File: src/cies_regs.svh
// constants for the instruction execution subset
// assumes 10-bit instruction words, one word per machine cycle
// Behaviour
// - index decrement, skip next when result is 15
// - disable clears, enable sets interrupt flag
// - acceptance change lags one machine cycle
// - watchdog stop instruction arms stop function
`ifndef CIES_REGS_SVH
`define CIES_REGS_SVH
// ==========================================
// opcodes
`define CIES_OP_DEC_INDEX 10'h017
`define CIES_OP_IRQ_DIS 10'h004
`define CIES_OP_IRQ_EN 10'h005
`define CIES_OP_WDT_STOP 10'h29c
// ==========================================
// values
`define CIES_INDEX_WRAP 4'hf
`define CIES_INDEX_RST 4'h0
`define CIES_IRQ_EN_RST 1'b0
`define CIES_IRQ_LAG 1
`endif

File: src/cies_pkg.sv
// types for the instruction execution subset
// assumes cies_regs.svh holds the numbers
`default_nettype none
package cies_pkg;
  typedef logic [9:0] cies_word_t;
  typedef logic [3:0] cies_nib_t;
  typedef enum logic [3:0] {
    cies_op_none = 4'h0,
    cies_op_dec = 4'h1,
    cies_op_dis = 4'h2,
    cies_op_en = 4'h4,
    cies_op_wdt = 4'h8
  } cies_op_e;
endpackage
`default_nettype wire

File: src/cies_dec_if.sv
// decoded instruction strobes between decoder and executor
// assumes a single sys_clk domain
`timescale 1ns/100ps
`default_nettype none
interface cies_dec_if;
  logic dec_index;
  logic irq_dis;
  logic irq_en;
  logic wdt_stop;
  modport dec (output dec_index, output irq_dis, output irq_en, output wdt_stop);
  modport exe (input dec_index, input irq_dis, input irq_en, input wdt_stop);
endinterface
`default_nettype wire

File: src/cies_decode.sv
// opcode decoder for the four instructions
// assumes instr is valid whenever instr_valid is high
`timescale 1ns/100ps
`default_nettype none
`include "cies_regs.svh"
module cies_decode
  import cies_pkg::*;
(
  input wire cies_word_t instr,
  input wire logic instr_valid,
  cies_dec_if.dec dec
);
  // ==========================================
  // decode
  assign dec.dec_index = instr_valid && (instr == `CIES_OP_DEC_INDEX);
  assign dec.irq_dis = instr_valid && (instr == `CIES_OP_IRQ_DIS);
  assign dec.irq_en = instr_valid && (instr == `CIES_OP_IRQ_EN);
  assign dec.wdt_stop = instr_valid && (instr == `CIES_OP_WDT_STOP);
endmodule
`default_nettype wire

File: src/cies_top.sv
// executes index decrement, interrupt enable/disable and watchdog stop arm
// assumes sys_clk is the machine-cycle clock, instr_valid marks one
// executed instruction per cycle, and every input comes from logic
// on that same clock, so nothing here is synchronised
`timescale 1ns/100ps
`default_nettype none
`include "cies_regs.svh"

module cies_top
  import cies_pkg::*;
(
  // clock and reset
  input wire logic sys_clk,
  input wire logic rst_n,
  // executed instruction slot
  input wire cies_word_t instr,
  input wire logic instr_valid,
  // other writes of the index register
  input wire logic index_load,
  input wire cies_nib_t index_load_val,
  // state, each straight from a flop
  output logic [3:0] index_reg,
  output logic skip_next,
  output logic master_irq_enable_flag,
  output logic irq_accept_enable,
  output logic watchdog_stop_armed,
  output logic op_done
);

  // ==========================================
  // helpers

  // one less, so 0 rolls over to 15 as the index does
  function automatic cies_nib_t index_minus_one(
    input cies_nib_t cur
  );
    index_minus_one = cur - 4'h1;
  endfunction

  // underflow test on a freshly decremented index
  function automatic logic index_wrapped(
    input cies_nib_t val
  );
    index_wrapped = (val == `CIES_INDEX_WRAP);
  endfunction

  // a decrement in the same cycle as a load wins; the load is lost
  function automatic cies_nib_t index_next(
    input cies_nib_t cur,
    input logic dec_s,
    input logic load_s,
    input cies_nib_t load_val
  );
    if (dec_s) begin
      index_next = index_minus_one(cur);
    end else if (load_s) begin
      index_next = load_val;
    end else begin
      index_next = cur;
    end
  endfunction

  // disable ahead of enable if both ever strobe: the safer side
  function automatic logic irq_flag_next(
    input logic cur,
    input logic dis_s,
    input logic en_s
  );
    if (dis_s) begin
      irq_flag_next = 1'b0;
    end else if (en_s) begin
      irq_flag_next = 1'b1;
    end else begin
      irq_flag_next = cur;
    end
  endfunction

  // folds the strobes into one code; distinct opcodes keep it one-hot
  function automatic cies_op_e op_class(
    input logic dec_s,
    input logic dis_s,
    input logic en_s,
    input logic wdt_s
  );
    if (dec_s) begin
      op_class = cies_op_dec;
    end else if (dis_s) begin
      op_class = cies_op_dis;
    end else if (en_s) begin
      op_class = cies_op_en;
    end else if (wdt_s) begin
      op_class = cies_op_wdt;
    end else begin
      op_class = cies_op_none;
    end
  endfunction

  // true for any of the four handled instructions
  function automatic logic op_handled(
    input cies_op_e op
  );
    op_handled = (op != cies_op_none);
  endfunction

  // ==========================================
  // decode

  // the slot after an underflow executes nothing here, even if the
  // core still marks it valid
  wire logic exec_valid;
  assign exec_valid = instr_valid & ~skip_next;

  cies_dec_if dec_bus ();

  cies_decode u_cies_decode (
    .instr(instr),
    .instr_valid(exec_valid),
    .dec(dec_bus)
  );

  wire cies_op_e exec_op;
  assign exec_op = op_class(
    dec_bus.dec_index,
    dec_bus.irq_dis,
    dec_bus.irq_en,
    dec_bus.wdt_stop
  );

  wire logic is_dec;
  wire logic is_dis;
  wire logic is_en;
  wire logic is_wdt;
  wire logic any_op;
  assign is_dec = (exec_op == cies_op_dec);
  assign is_dis = (exec_op == cies_op_dis);
  assign is_en = (exec_op == cies_op_en);
  assign is_wdt = (exec_op == cies_op_wdt);
  assign any_op = op_handled(exec_op);

  // ==========================================
  // index register

  wire cies_nib_t dec_result;
  wire cies_nib_t next_index;
  wire logic next_skip;
  assign dec_result = index_minus_one(index_reg);
  assign next_index = index_next(index_reg, is_dec, index_load, index_load_val);
  assign next_skip = is_dec & index_wrapped(dec_result);

  always_ff @(posedge sys_clk or negedge rst_n) begin
    if (!rst_n) begin
      index_reg <= `CIES_INDEX_RST;
    end else begin
      index_reg <= next_index;
    end
  end

  // one-cycle pulse; the core drops the slot that follows
  always_ff @(posedge sys_clk or negedge rst_n) begin
    if (!rst_n) begin
      skip_next <= 1'b0;
    end else begin
      skip_next <= next_skip;
    end
  end

  // ==========================================
  // interrupt enable

  wire logic next_flag;
  wire logic next_accept;
  assign next_flag = irq_flag_next(master_irq_enable_flag, is_dis, is_en);
  // acceptance takes the flag one machine cycle late; the core gates
  // interrupts with this one, not with the flag
  assign next_accept = master_irq_enable_flag;

  always_ff @(posedge sys_clk or negedge rst_n) begin
    if (!rst_n) begin
      master_irq_enable_flag <= `CIES_IRQ_EN_RST;
    end else begin
      master_irq_enable_flag <= next_flag;
    end
  end

  always_ff @(posedge sys_clk or negedge rst_n) begin
    if (!rst_n) begin
      irq_accept_enable <= `CIES_IRQ_EN_RST;
    end else begin
      irq_accept_enable <= next_accept;
    end
  end

  // ==========================================
  // watchdog stop

  wire logic next_armed;
  // sticky until core reset; no instruction disarms it
  assign next_armed = watchdog_stop_armed | is_wdt;

  always_ff @(posedge sys_clk or negedge rst_n) begin
    if (!rst_n) begin
      watchdog_stop_armed <= 1'b0;
    end else begin
      watchdog_stop_armed <= next_armed;
    end
  end

  // ==========================================
  // completion

  wire logic next_done;
  // one pulse per handled instruction; no carry lives here to disturb
  assign next_done = any_op;

  always_ff @(posedge sys_clk or negedge rst_n) begin
    if (!rst_n) begin
      op_done <= 1'b0;
    end else begin
      op_done <= next_done;
    end
  end
endmodule
`default_nettype wire

File: config.mk
export PLATFORM = sky130hd
export DESIGN_NAME = cies_top
export DESIGN_NICKNAME = d
export VERILOG_FILES = /design/src/cies_pkg.sv /design/src/cies_dec_if.sv /design/src/cies_decode.sv /design/src/cies_top.sv
export VERILOG_INCLUDE_DIRS = /design/src
export SDC_FILE = /design/constraint.sdc
export NUM_CORES = 1
export LEC_CHECK = 0
export ABC_CLOCK_PERIOD_IN_PS = 3000
export CORE_AREA = 2 2 39 41
export DETAILED_ROUTE_END_ITERATION = 6
export DIE_AREA = 0 0 41 43
export DONT_BUFFER_PORTS = 1
export PLACE_DENSITY_LB_ADDON = 0.15
export SYNTH_ARGS = -nofsm -noshare
export SYNTH_HDL_FRONTEND = slang
export SYNTH_SLANG_ARGS = --single-unit
export TNS_END_PERCENT = 100
File: constraint.sdc
create_clock -name sys_clk -period 3 [get_ports sys_clk]
set_input_delay 0.6 -clock sys_clk [delete_from_list [all_inputs] [get_ports sys_clk]]
set_output_delay 0.6 -clock sys_clk [all_outputs]
set_load 0.02 [all_outputs]
==> impl_results.md, run 1 <==
* Pwr dens at 474 nW/um^2
* First-pass GRT wire length at 1.39 mm
* 1st-pass router iterations at 2
* Worst clock skew at 0.00472 ns
* Total GRT Usage at 0.119
* Avg Cell Area, Syn at 10.5 um^2
* Total core area at 1380 um^2
* Reg-to-Reg Start: skip_next
* Final hold viol count at 0
* Synth Instances at 48
* Post-DP HPWL at 796 um
* # IOs at 27
* Seq/Total Area, Yosys at 0.449
* Worst-path clk slew at 0.06 ns
* Startpoint Class: flip-flop
* Die footprint at 1760 um^2
* Largest family of logic cells by synthesized area: simple AND/OR/NAND/NOR gates
* Synth Area in Compound Gates at 0.0773
* Via-to-Cell Ratio at 5.54
* Max_slew headroom at 0.682
* Routed via count at 371
* Xor/xnor cell area share of the yosys netlist at 0.0175
* Worst Tran Pin Value at 0.474 ns
* Simple logic cell fraction of the synthesized area at 0.332
* Starting Density at 0.363
* # port buffers at 0
* WP data required at 3.12 ns
* CP Capture Type: flip-flop
* Area leader, netlist: dfrtp_1
* TNS Setup at 0 ns
* GRT overflow at 0
* Netlist Area Pre-Place at 502 um^2
* Vias in the first global route at 358
* Starting DRT DRC Count at 4
* Pin count of the biggest net entering global routing at 13
* Critical R2R Capture: skip_next
* RD Place Congestion at 0.644
* H-tree Lvls at 1
* Area delta synth->final at 8.48%
* RSZ-0062 raised after global routing: false
* DR WL/cell at 14.5 um
* Synth Area in Adders at 0.0499
* Synth top area cells: dfrtp_1 (45%), nand2b_1 (8.7%), ha_1 (5.0%)
* Initial antenna violation count at 0
* Total Nets Final at 72
* Filler Cell Count at 138
* Hold buffer count at cts at 0
* Hold Slack at 0.0354 ns
* Final ANT Viol Nets at 0
* Clk root buf: clkbuf_4
* Synth top area share at 0.449
* Max Buffers Root-to-Sink at 2
* Synthesized Nets at 68
* Reg2reg setup slack at 1.11 ns
* Share of cells above drive strength 1 at 0.157
* Post_cts resized at 0
* R2R depth at 3
* Crit share post-route at 0.629
* Ys Warns at 0
* Post-synthesis mux area share at 0.0449
* Max-slew violation count at 0
* CTS Buf Count at 3
* Final Setup Violations at 0
* Crit path DAT at 2.00 ns
* ANT cells at 0
* Pleak at 0.000250 uW
* Worst-skew pair later-pin latency at 0.25 ns
* CTS tree: built
* Max_cap viols at 0
* FP Rows at 14
* Hold Path Class: in2async
* Final wirelength at 970 um
* Post-synthesis cell type count at 20
* Peak VDD IR at 0.187 mV
* Worst-path fanout max at 12
* Status: complete, no violations
* Post-layout min period at 1.89 ns
* Max reg flops at 4
* Post-CTS setup buffers at 0
* Fmax at 0.530 GHz
* #FFs+latches synth at 9
* Most frequent cells in the layout: dfrtp_1 (9), nand2b_1 (7), nand3_1 (4)
* # DRC at 0
* Most common cell after layout, fill and taps aside: dfrtp_1
* Clock sink count at 9
* Chip height at 43 um
* Crit Path Category: reg2reg
* Die width at 41 um
[cell families (layout without fill, tap and decap cells)]
logic type,Yosys count,after routing
compound gates,6,6
xor+xnor,1,1
fa+ha+maj,2,2
buf+inv,4,7
flops,9,9
mux,2,2
simple gates,24,24
[worst max-delay path by stage]
stage / from / to / cells past startpoint
2_1_floorplan: instr[5] / op_done / 4
3_3_place_gp: instr[5] / skip_next / 3
3_5_place_dp: instr[5] / skip_next / 3
4_1_cts: skip_next / skip_next / 3
5_1_grt: skip_next / skip_next / 3
6_report: skip_next / skip_next / 3
[power breakdown]
group | leakage (uW) | total, uW | internal [uW] | switching [uW]
registers | 0.000118 | 142 | 127 | 14.6
logic | 0.000117 | 25.3 | 14.0 | 11.3
clock network | 0.0000150 | 90.7 | 51.1 | 39.6
[final cells by class]
type | count | area, um^2 | share of cell area
well taps | 16 | 20.0 | 0.0368
flip-flops and latches | 9 | 225 | 0.414
multi-input cells | 35 | 262 | 0.480
clock buffers | 4 | 26.3 | 0.0483
inverters | 3 | 11.3 | 0.0207
[cells in the mapped netlist (all sizes together)]
cell type and count:
o21ai 3, nor3 3, nand4b 1, a2111oi 1, or4 1, nand3 4
o211ai 1, inv 3, clkbuf 1, a21o 1, xnor2 1, nand2 3
ha 2, and3 1, dfrtp 9, mux2 2, nand3b 3, nor4b 1
nand2b 7
[critical path: stages (launching register included)]
cell       delay (ns)
dfrtp_1          0.47
nor4b_4          0.33
nand4b_1         0.43
a2111oi_0        0.52
[per-layer routing]
| layer | routed length [um] | track usage | share of wire | up-vias |
|---|---|---|---|---|
| li1 | - | - | - | 176 |
| met2 | 477 | 0.197 | 0.49 | 23 |
| met3 | 127 | 0.0681 | 0.13 | 0 |
| met5 | 0 | 0 | 0 | - |
| met1 | 365 | 0.116 | 0.38 | 172 |
| met4 | 0 | 0.0400 | 0 | 0 |
[stage by stage]
stage / power [uW] / setup slack, ns / cell area [um^2] / util / std cells
2_1_floorplan: 165 / 1.39 / 502 / - / 48
3_3_place_gp: 169 / 1.17 / 518 / 0.374 / 63
3_5_place_dp: 170 / 1.05 / 518 / 0.374 / 63
4_1_cts: 264 / 1.07 / 544 / 0.393 / 67
5_1_grt: 278 / 0.993 / 544 / 0.393 / 67
6_report: 258 / 1.11 / 544 / 0.393 / 67
No activity file was read; power rests on OpenSTA's default activity.
==> inputs of run 2 (changes only) <==
ABC_AREA = 1   (was unset)
ABC_CLOCK_PERIOD_IN_PS = 1800   (was 3000)
clock period = 1.8 ns   (was 3 ns; I/O delays follow)
==> run 2 against run 1 <==
  * Fmax is 42% higher
  * Worst setup slack worse by 0.64 ns
  * Largest cell class unchanged
  * Clock-buffer cell count stayed put
  * Combinational power is 150% higher
  * Clock power is 78% higher
  * Sequential cell count stayed put
  * Cell area is 20% higher
  * Die area stayed put
  * First-iteration DRC count is 50% lower
  * Cell count is 66% higher
  * Clock skew is 0.0041 ns lower
==> impl_results.md, run 2 <==
* Status: complete, no violations
* Dominant synthesized flop cell: dfrtp_1
* Worst-skew pair later-pin latency at 0.26 ns (about the same)
* Netlist Area Pre-Place at 596 um^2 (+19%)
* # DRC at 0 (unchanged)
* GRT busiest layer: met2
* Synth Instances at 90 (+88%)
* Post-route insts no fill at 111 (+66%)
* #FFs+latches synth at 9 (unchanged)
* # IOs at 27 (unchanged)
* Clock sink count at 9 (unchanged)
* Most frequent cells in the layout: nand2_1 (25), inv_1 (19), nor2_1 (12), nand3_1 (9), dfrtp_1 (9)
* GRT overflow at 0 (unchanged)
* Crit-path slowest cell: dfrtp_1
* Total Nets Final at 116 (+61%)
* Met2 Usage GRT at 0.269 (+0.0719)
* CTS tree: built
* Avg Cell Area, Syn at 6.62 um^2 (-37%)
* FP Rows at 14 (unchanged)
* Ys Warns at 0 (unchanged)
* Worst-path clk slew at 0.06 ns (about the same)
* Async set or reset register ratio after synthesis at 1.00 (unchanged)
* Startpoint Class: flip-flop
* Crit path DAT at 1.49 ns (-0.51 ns)
* Post-synthesis cell type count at 15 (-25%)
* CTS Buf Count at 3 (unchanged)
* Die width at 41 um (unchanged)
* Final wirelength at 1.21 mm (+25%)
* Post-layout min period at 1.33 ns (-0.563 ns)
* Hold buffer count at cts at 1 (+1)
* Area leader, netlist: dfrtp_1
* R2R depth at 6 (+3)
* Synthesized Nets at 110 (+62%)
* Crit Path Category: reg2reg
* Initial antenna violation count at 0 (unchanged)
* Clk root buf: clkbuf_4
* Post_cts resized at 0 (unchanged)
* Seq/Total Area, Yosys at 0.378 (-0.0707)
* Final Setup Violations at 0 (unchanged)
* Via-to-Cell Ratio at 4.91 (-11%)
* Most frequent cells after synthesis: nand2_1 (25), inv_1 (19), nor2_1 (12)
* Max stage delay on crit path at 0.47 ns (-0.05 ns)
* Worst Tran Pin Value at 0.426 ns (-0.0477 ns)
* Starting Density at 0.430 (+0.0678)
* Chip height at 43 um (unchanged)
* ANT cells at 0 (unchanged)
* Worst clock skew at 0.000657 ns (-0.00406 ns)
* Most common cell after layout, fill and taps aside: nand2_1
* Routed via count at 545 (+47%)
* RSZ-0062 raised after global routing: false
* 1st-pass router iterations at 5 (+3)
* Crit share post-route at 0.736 (+0.107)
* Met3 usage at 0.0785 (+0.0105)
* Post-DP HPWL at 1.01 mm (+26%)
* Vias in the first global route at 497 (+39%)
* Final hold viol count at 0 (unchanged)
* Pleak at 0.000382 uW (+53%)
* H-tree Lvls at 1 (unchanged)
* Max_cap viols at 0 (unchanged)
* First-pass GRT wire length at 2.04 mm (+47%)
* Final ANT Viol Nets at 0 (unchanged)
* Placed cell areas at 616 um^2 (+19%)
* Share of cells above drive strength 1 at 0.0842 (-0.0727)
* Sequence of cells on the critical path: inv_1, ha_1, xnor2_1, nand3_1, nand2_1, nor2_1
* Synth top area cells: dfrtp_1 (38%), nand2_1 (16%), inv_1 (12%)
* Total core area at 1380 um^2 (unchanged)
* Placed cell count at 106 (+68%)
* Starting DRT DRC Count at 2 (-2)
* Post-synth EDFFs at 0 (unchanged)
* TNS Setup at 0 ns (unchanged)
* Synth top area share at 0.378 (-0.0707)
* Max_slew headroom at 0.715 (+0.0326)
* Max Buffers Root-to-Sink at 2 (unchanged)
* Pwr dens at 701 nW/um^2 (+48%)
* Post-CTS setup buffers at 0 (unchanged)
* Area delta synth->final at 9.45%
* Peak VDD IR at 0.443 mV (+140%)
* Most frequent cell after synthesis: nand2_1
* Worst-path fanout max at 5 (-7)
* Fmax at 0.754 GHz (+42%)
* Final Instance Area at 652 um^2 (+20%)
* WP data required at 1.96 ns (-1.16 ns)
* CP Capture Type: flip-flop
* DR WL/cell at 10.9 um (-25%)
* Max-slew violation count at 0 (unchanged)
* Hold path cells at 4
* Fin util at 0.471 (+0.0778)
* Hold Path Class: in2reg
* Die footprint at 1760 um^2 (unchanged)
* Max reg flops at 4 (unchanged)
* Pin count of the biggest net entering global routing at 10 (-3)
* Met1 usage at 0.208 (+0.0916)
* Total GRT Usage at 0.181 (+0.0625)
* # port buffers at 0 (unchanged)
* RD Place Congestion at 0.718 (+11%)
-- run 2: cells by family after synthesis --
family | share of synthesized area
AOI/OAI and AO/OA | 0.0294
xor gates and xnor gates | 0.0147
adders and majority gates | 0.0420
buffers and inverters | 0.120
DFF | 0.378
and+or+nand+nor | 0.416
-- run 2: critical path, delay by kind of cell (launching register included) --
family / cells / cell delay [ns]
adder cells (fa/ha/maj): 1 / 0.23
XOR/XNOR: 1 / 0.17
buffers and inverters: 1 / 0.14
AND/OR/NAND/NOR: 3 / 0.21
flip-flops: 1 / 0.47
-- run 2: per-layer routing --
metal,vias to the layer above,share of wire
li1,284,-
met1,232,0.40
met2,25,0.47
met3,4,0.11
met4,0,0.022
met5,-,0
-- run 2: final cells by class --
type / instances / area [um^2]
Sequential cell: 9 / 225
Clock buffer: 4 / 26.3
Fill cell: 153 / 732
Timing Repair Buffer: 1 / 10.0
Tap cell: 16 / 20.0
Multi-Input combinational cell: 62 / 299
Inverter: 19 / 71.3
-- run 2: final timing paths --
| kind | to | slack [ns] | start |
|---|---|---|---|
| worst min-delay path | index_reg[1] | 0.30 | index_load_val[1] |
| worst min register to register | irq_accept_enable | 0.54 | master_irq_enable_flag |
| max in group asynchronous | index_reg[3] | 1.04 | rst_n |
| worst max register to register | index_reg[2] | 0.47 | index_reg[0] |
| min in group asynchronous | op_done | 0.47 | rst_n |
| worst max-delay path | index_reg[2] | 0.47 | index_reg[0] |
-- run 2: per-stage QoR --
stage | hold slack (ns) | power, uW | setup WS [ns]
global placement | 0.0646 | 293 | 0.497
floorplan | 0.0644 | 284 | 0.558
global route | 0.303 | 494 | 0.380
CTS | 0.297 | 463 | 0.465
finish | 0.303 | 457 | 0.474
detailed placement | 0.0646 | 295 | 0.475
-- run 2: power by group --
group | internal [uW] | switching, uW | leakage, uW
Clock | 85.8 | 75.2 | 0.0000150
Combinational | 25.6 | 37.5 | 0.000265
Sequential | 211 | 21.4 | 0.000102
==> inputs of run 3 (changes only) <==
ABC_CLOCK_PERIOD_IN_PS = 1300   (was 1800)
clock period = 1.3 ns   (was 1.8 ns; I/O delays follow)
==> run 3 against run 2 <==
  * Global-route usage up 0.81 points
  * Non-clock buffer count increased by 3
  * Clock skew increased by 0.0023 ns
  * Sequential power increased by 34%
  * Total power grew 41%
  * Critical path type unchanged
  * Highest routed layer unchanged
==> impl_results.md, run 3 (same netlist as run 2, synthesis figures left out) <==
* Post-layout min period at 1.17 ns (-0.159 ns)
* Clk root buf: clkbuf_4
* Final hold viol count at 0 (unchanged)
* Crit Path Category: reg2reg
* Hold buffer count at cts at 1 (unchanged)
* Reg-to-Reg Start: index_reg[0]
* # IOs at 27 (unchanged)
* Reg2reg setup slack at 0.13 ns (-0.34 ns)
* CTS Buf Count at 3 (unchanged)
* Final ANT Viol Nets at 0 (unchanged)
* H-tree Lvls at 1 (unchanged)
* Max_cap viols at 0 (unchanged)
* Area delta synth->final at 13.2%
* First-pass GRT wire length at 2.16 mm (+6.1%)
* FP Rows at 14 (unchanged)
* Post-CTS setup buffers at 0 (unchanged)
* Status: complete, no violations
* Max reg flops at 4 (unchanged)
* # DRC at 0 (unchanged)
* Chip height at 43 um (unchanged)
* Final Instance Area at 674 um^2 (+3.5%)
* Initial antenna violation count at 0 (unchanged)
* Fin util at 0.487 (+0.0163)
* Filler Cell Count at 150 (-2.0%)
* Die width at 41 um (unchanged)
* Pin count of the biggest net entering global routing at 10 (unchanged)
* Starting DRT DRC Count at 6 (+4)
* Min-delay src: instr[8]
* Peak VDD IR at 0.601 mV (+36%)
* Most common cell after layout, fill and taps aside: nand2_1
* Total core area at 1380 um^2 (unchanged)
* Pleak at 0.000397 uW (+4.0%)
* Crit share post-route at 0.897 (+0.161)
* CP Capture Type: flip-flop
* Worst Tran Pin Value at 0.426 ns (-0.000560 ns)
* Most frequent cells in the layout: nand2_1 (25), inv_1 (19), nor2_1 (12), nand3_1 (9), dfrtp_1 (9)
* Via-to-Cell Ratio at 4.80 (-2.3%)
* Starting Density at 0.430 (unchanged)
* Pwr dens at 955 nW/um^2 (+36%)
* CTS tree: built
* TNS Setup at 0 ns (unchanged)
* Max stage delay on crit path at 0.35 ns (-0.12 ns)
* Total GRT Usage at 0.189 (+0.00810)
* Worst-path clk slew at 0.06 ns (about the same)
* WP data required at 1.46 ns (-0.50 ns)
* Placed cell areas at 638 um^2 (+3.7%)
* RD Place Congestion at 0.705 (-1.9%)
* Vias in the first global route at 563 (+13%)
* Total Nets Final at 119 (+2.6%)
* Share of cells above drive strength 1 at 0.112 (+0.0280)
* Max-slew violation count at 0 (unchanged)
* Worst clock skew at 0.00295 ns (+0.00229 ns)
* Fmax at 0.857 GHz (+14%)
* Crit-path slowest cell: dfrtp_1
* ANT cells at 0 (unchanged)
* RSZ-0062 raised after global routing: false
* Die footprint at 1760 um^2 (unchanged)
* Sequence of cells on the critical path: inv_1, ha_1, xnor2_1, nand3_1, nand2_1, nor2_1
* Clock sink count at 9 (unchanged)
* # port buffers at 0 (unchanged)
* Final Setup Violations at 0 (unchanged)
* 1st-pass router iterations at 3 (-2)
* Crit path DAT at 1.33 ns (-0.16 ns)
* Worst-skew pair later-pin latency at 0.27 ns (about the same)
* Startpoint Class: flip-flop
* Max Buffers Root-to-Sink at 2 (unchanged)
* Post-DP HPWL at 1.03 mm (+2.0%)
* Worst-path fanout max at 5 (unchanged)
* Max_slew headroom at 0.715 (about the same)
* DR WL/cell at 11.3 um (+3.7%)
* Crit path from: index_reg[0]
* Post_cts resized at 0 (unchanged)
* Hold Path Class: in2reg
* Final wirelength at 1.29 mm (+6.5%)
* GRT overflow at 0 (unchanged)
* Routed via count at 547 (+0.37%)
run 3: routing by layer:
layer  vias to the layer above  track usage  wire [um]
met4                         0        0.100         31
met5                         -            0          0
met3                         5       0.0890        152
met1                       227        0.185        481
li1                        290            -          -
met2                        25        0.309        622
run 3: area by class of cell:
type                    instances  area (um^2)  area share
multi-input cells              62          299       0.443
flip-flops and latches          9          225       0.334
inverters                      19         71.3       0.106
repair buffers                  4         32.5      0.0482
clock buffers                   4         26.3      0.0390
well taps                      16         20.0      0.0297
run 3: path summary, 6_finish.rpt:
path	end	depth (start not counted)
setup / recovery	index_reg[2]	6
hold / removal	watchdog_stop_armed	3
min in group asynchronous	index_reg[0]	1
setup reg to reg	index_reg[2]	6
max in group asynchronous	irq_accept_enable	1
hold reg to reg	irq_accept_enable	0
run 3: stage by stage:
stage          setup WS (ns)  hold WS [ns]  std cells  total power [uW]
2_1_floorplan         0.0582       -0.0356         90               394
3_3_place_gp           0.176       -0.0354        109               414
3_5_place_dp           0.147       -0.0354        109               416
4_1_cts                0.125         0.210        114               650
5_1_grt              0.00928         0.214        114               691
6_report               0.133         0.204        114               644
run 3: report_power, final:
part	switching [uW]	internal, uW
clock network	107	119
registers	20.8	293
logic	62.8	42.0
run 3: critical path, delay by kind of cell (launching register included):
family	cells	cell delay, ns
xor+xnor	1	0.19
fa+ha+maj	1	0.22
flops	1	0.35
simple gates	3	0.21
buf+inv	1	0.09
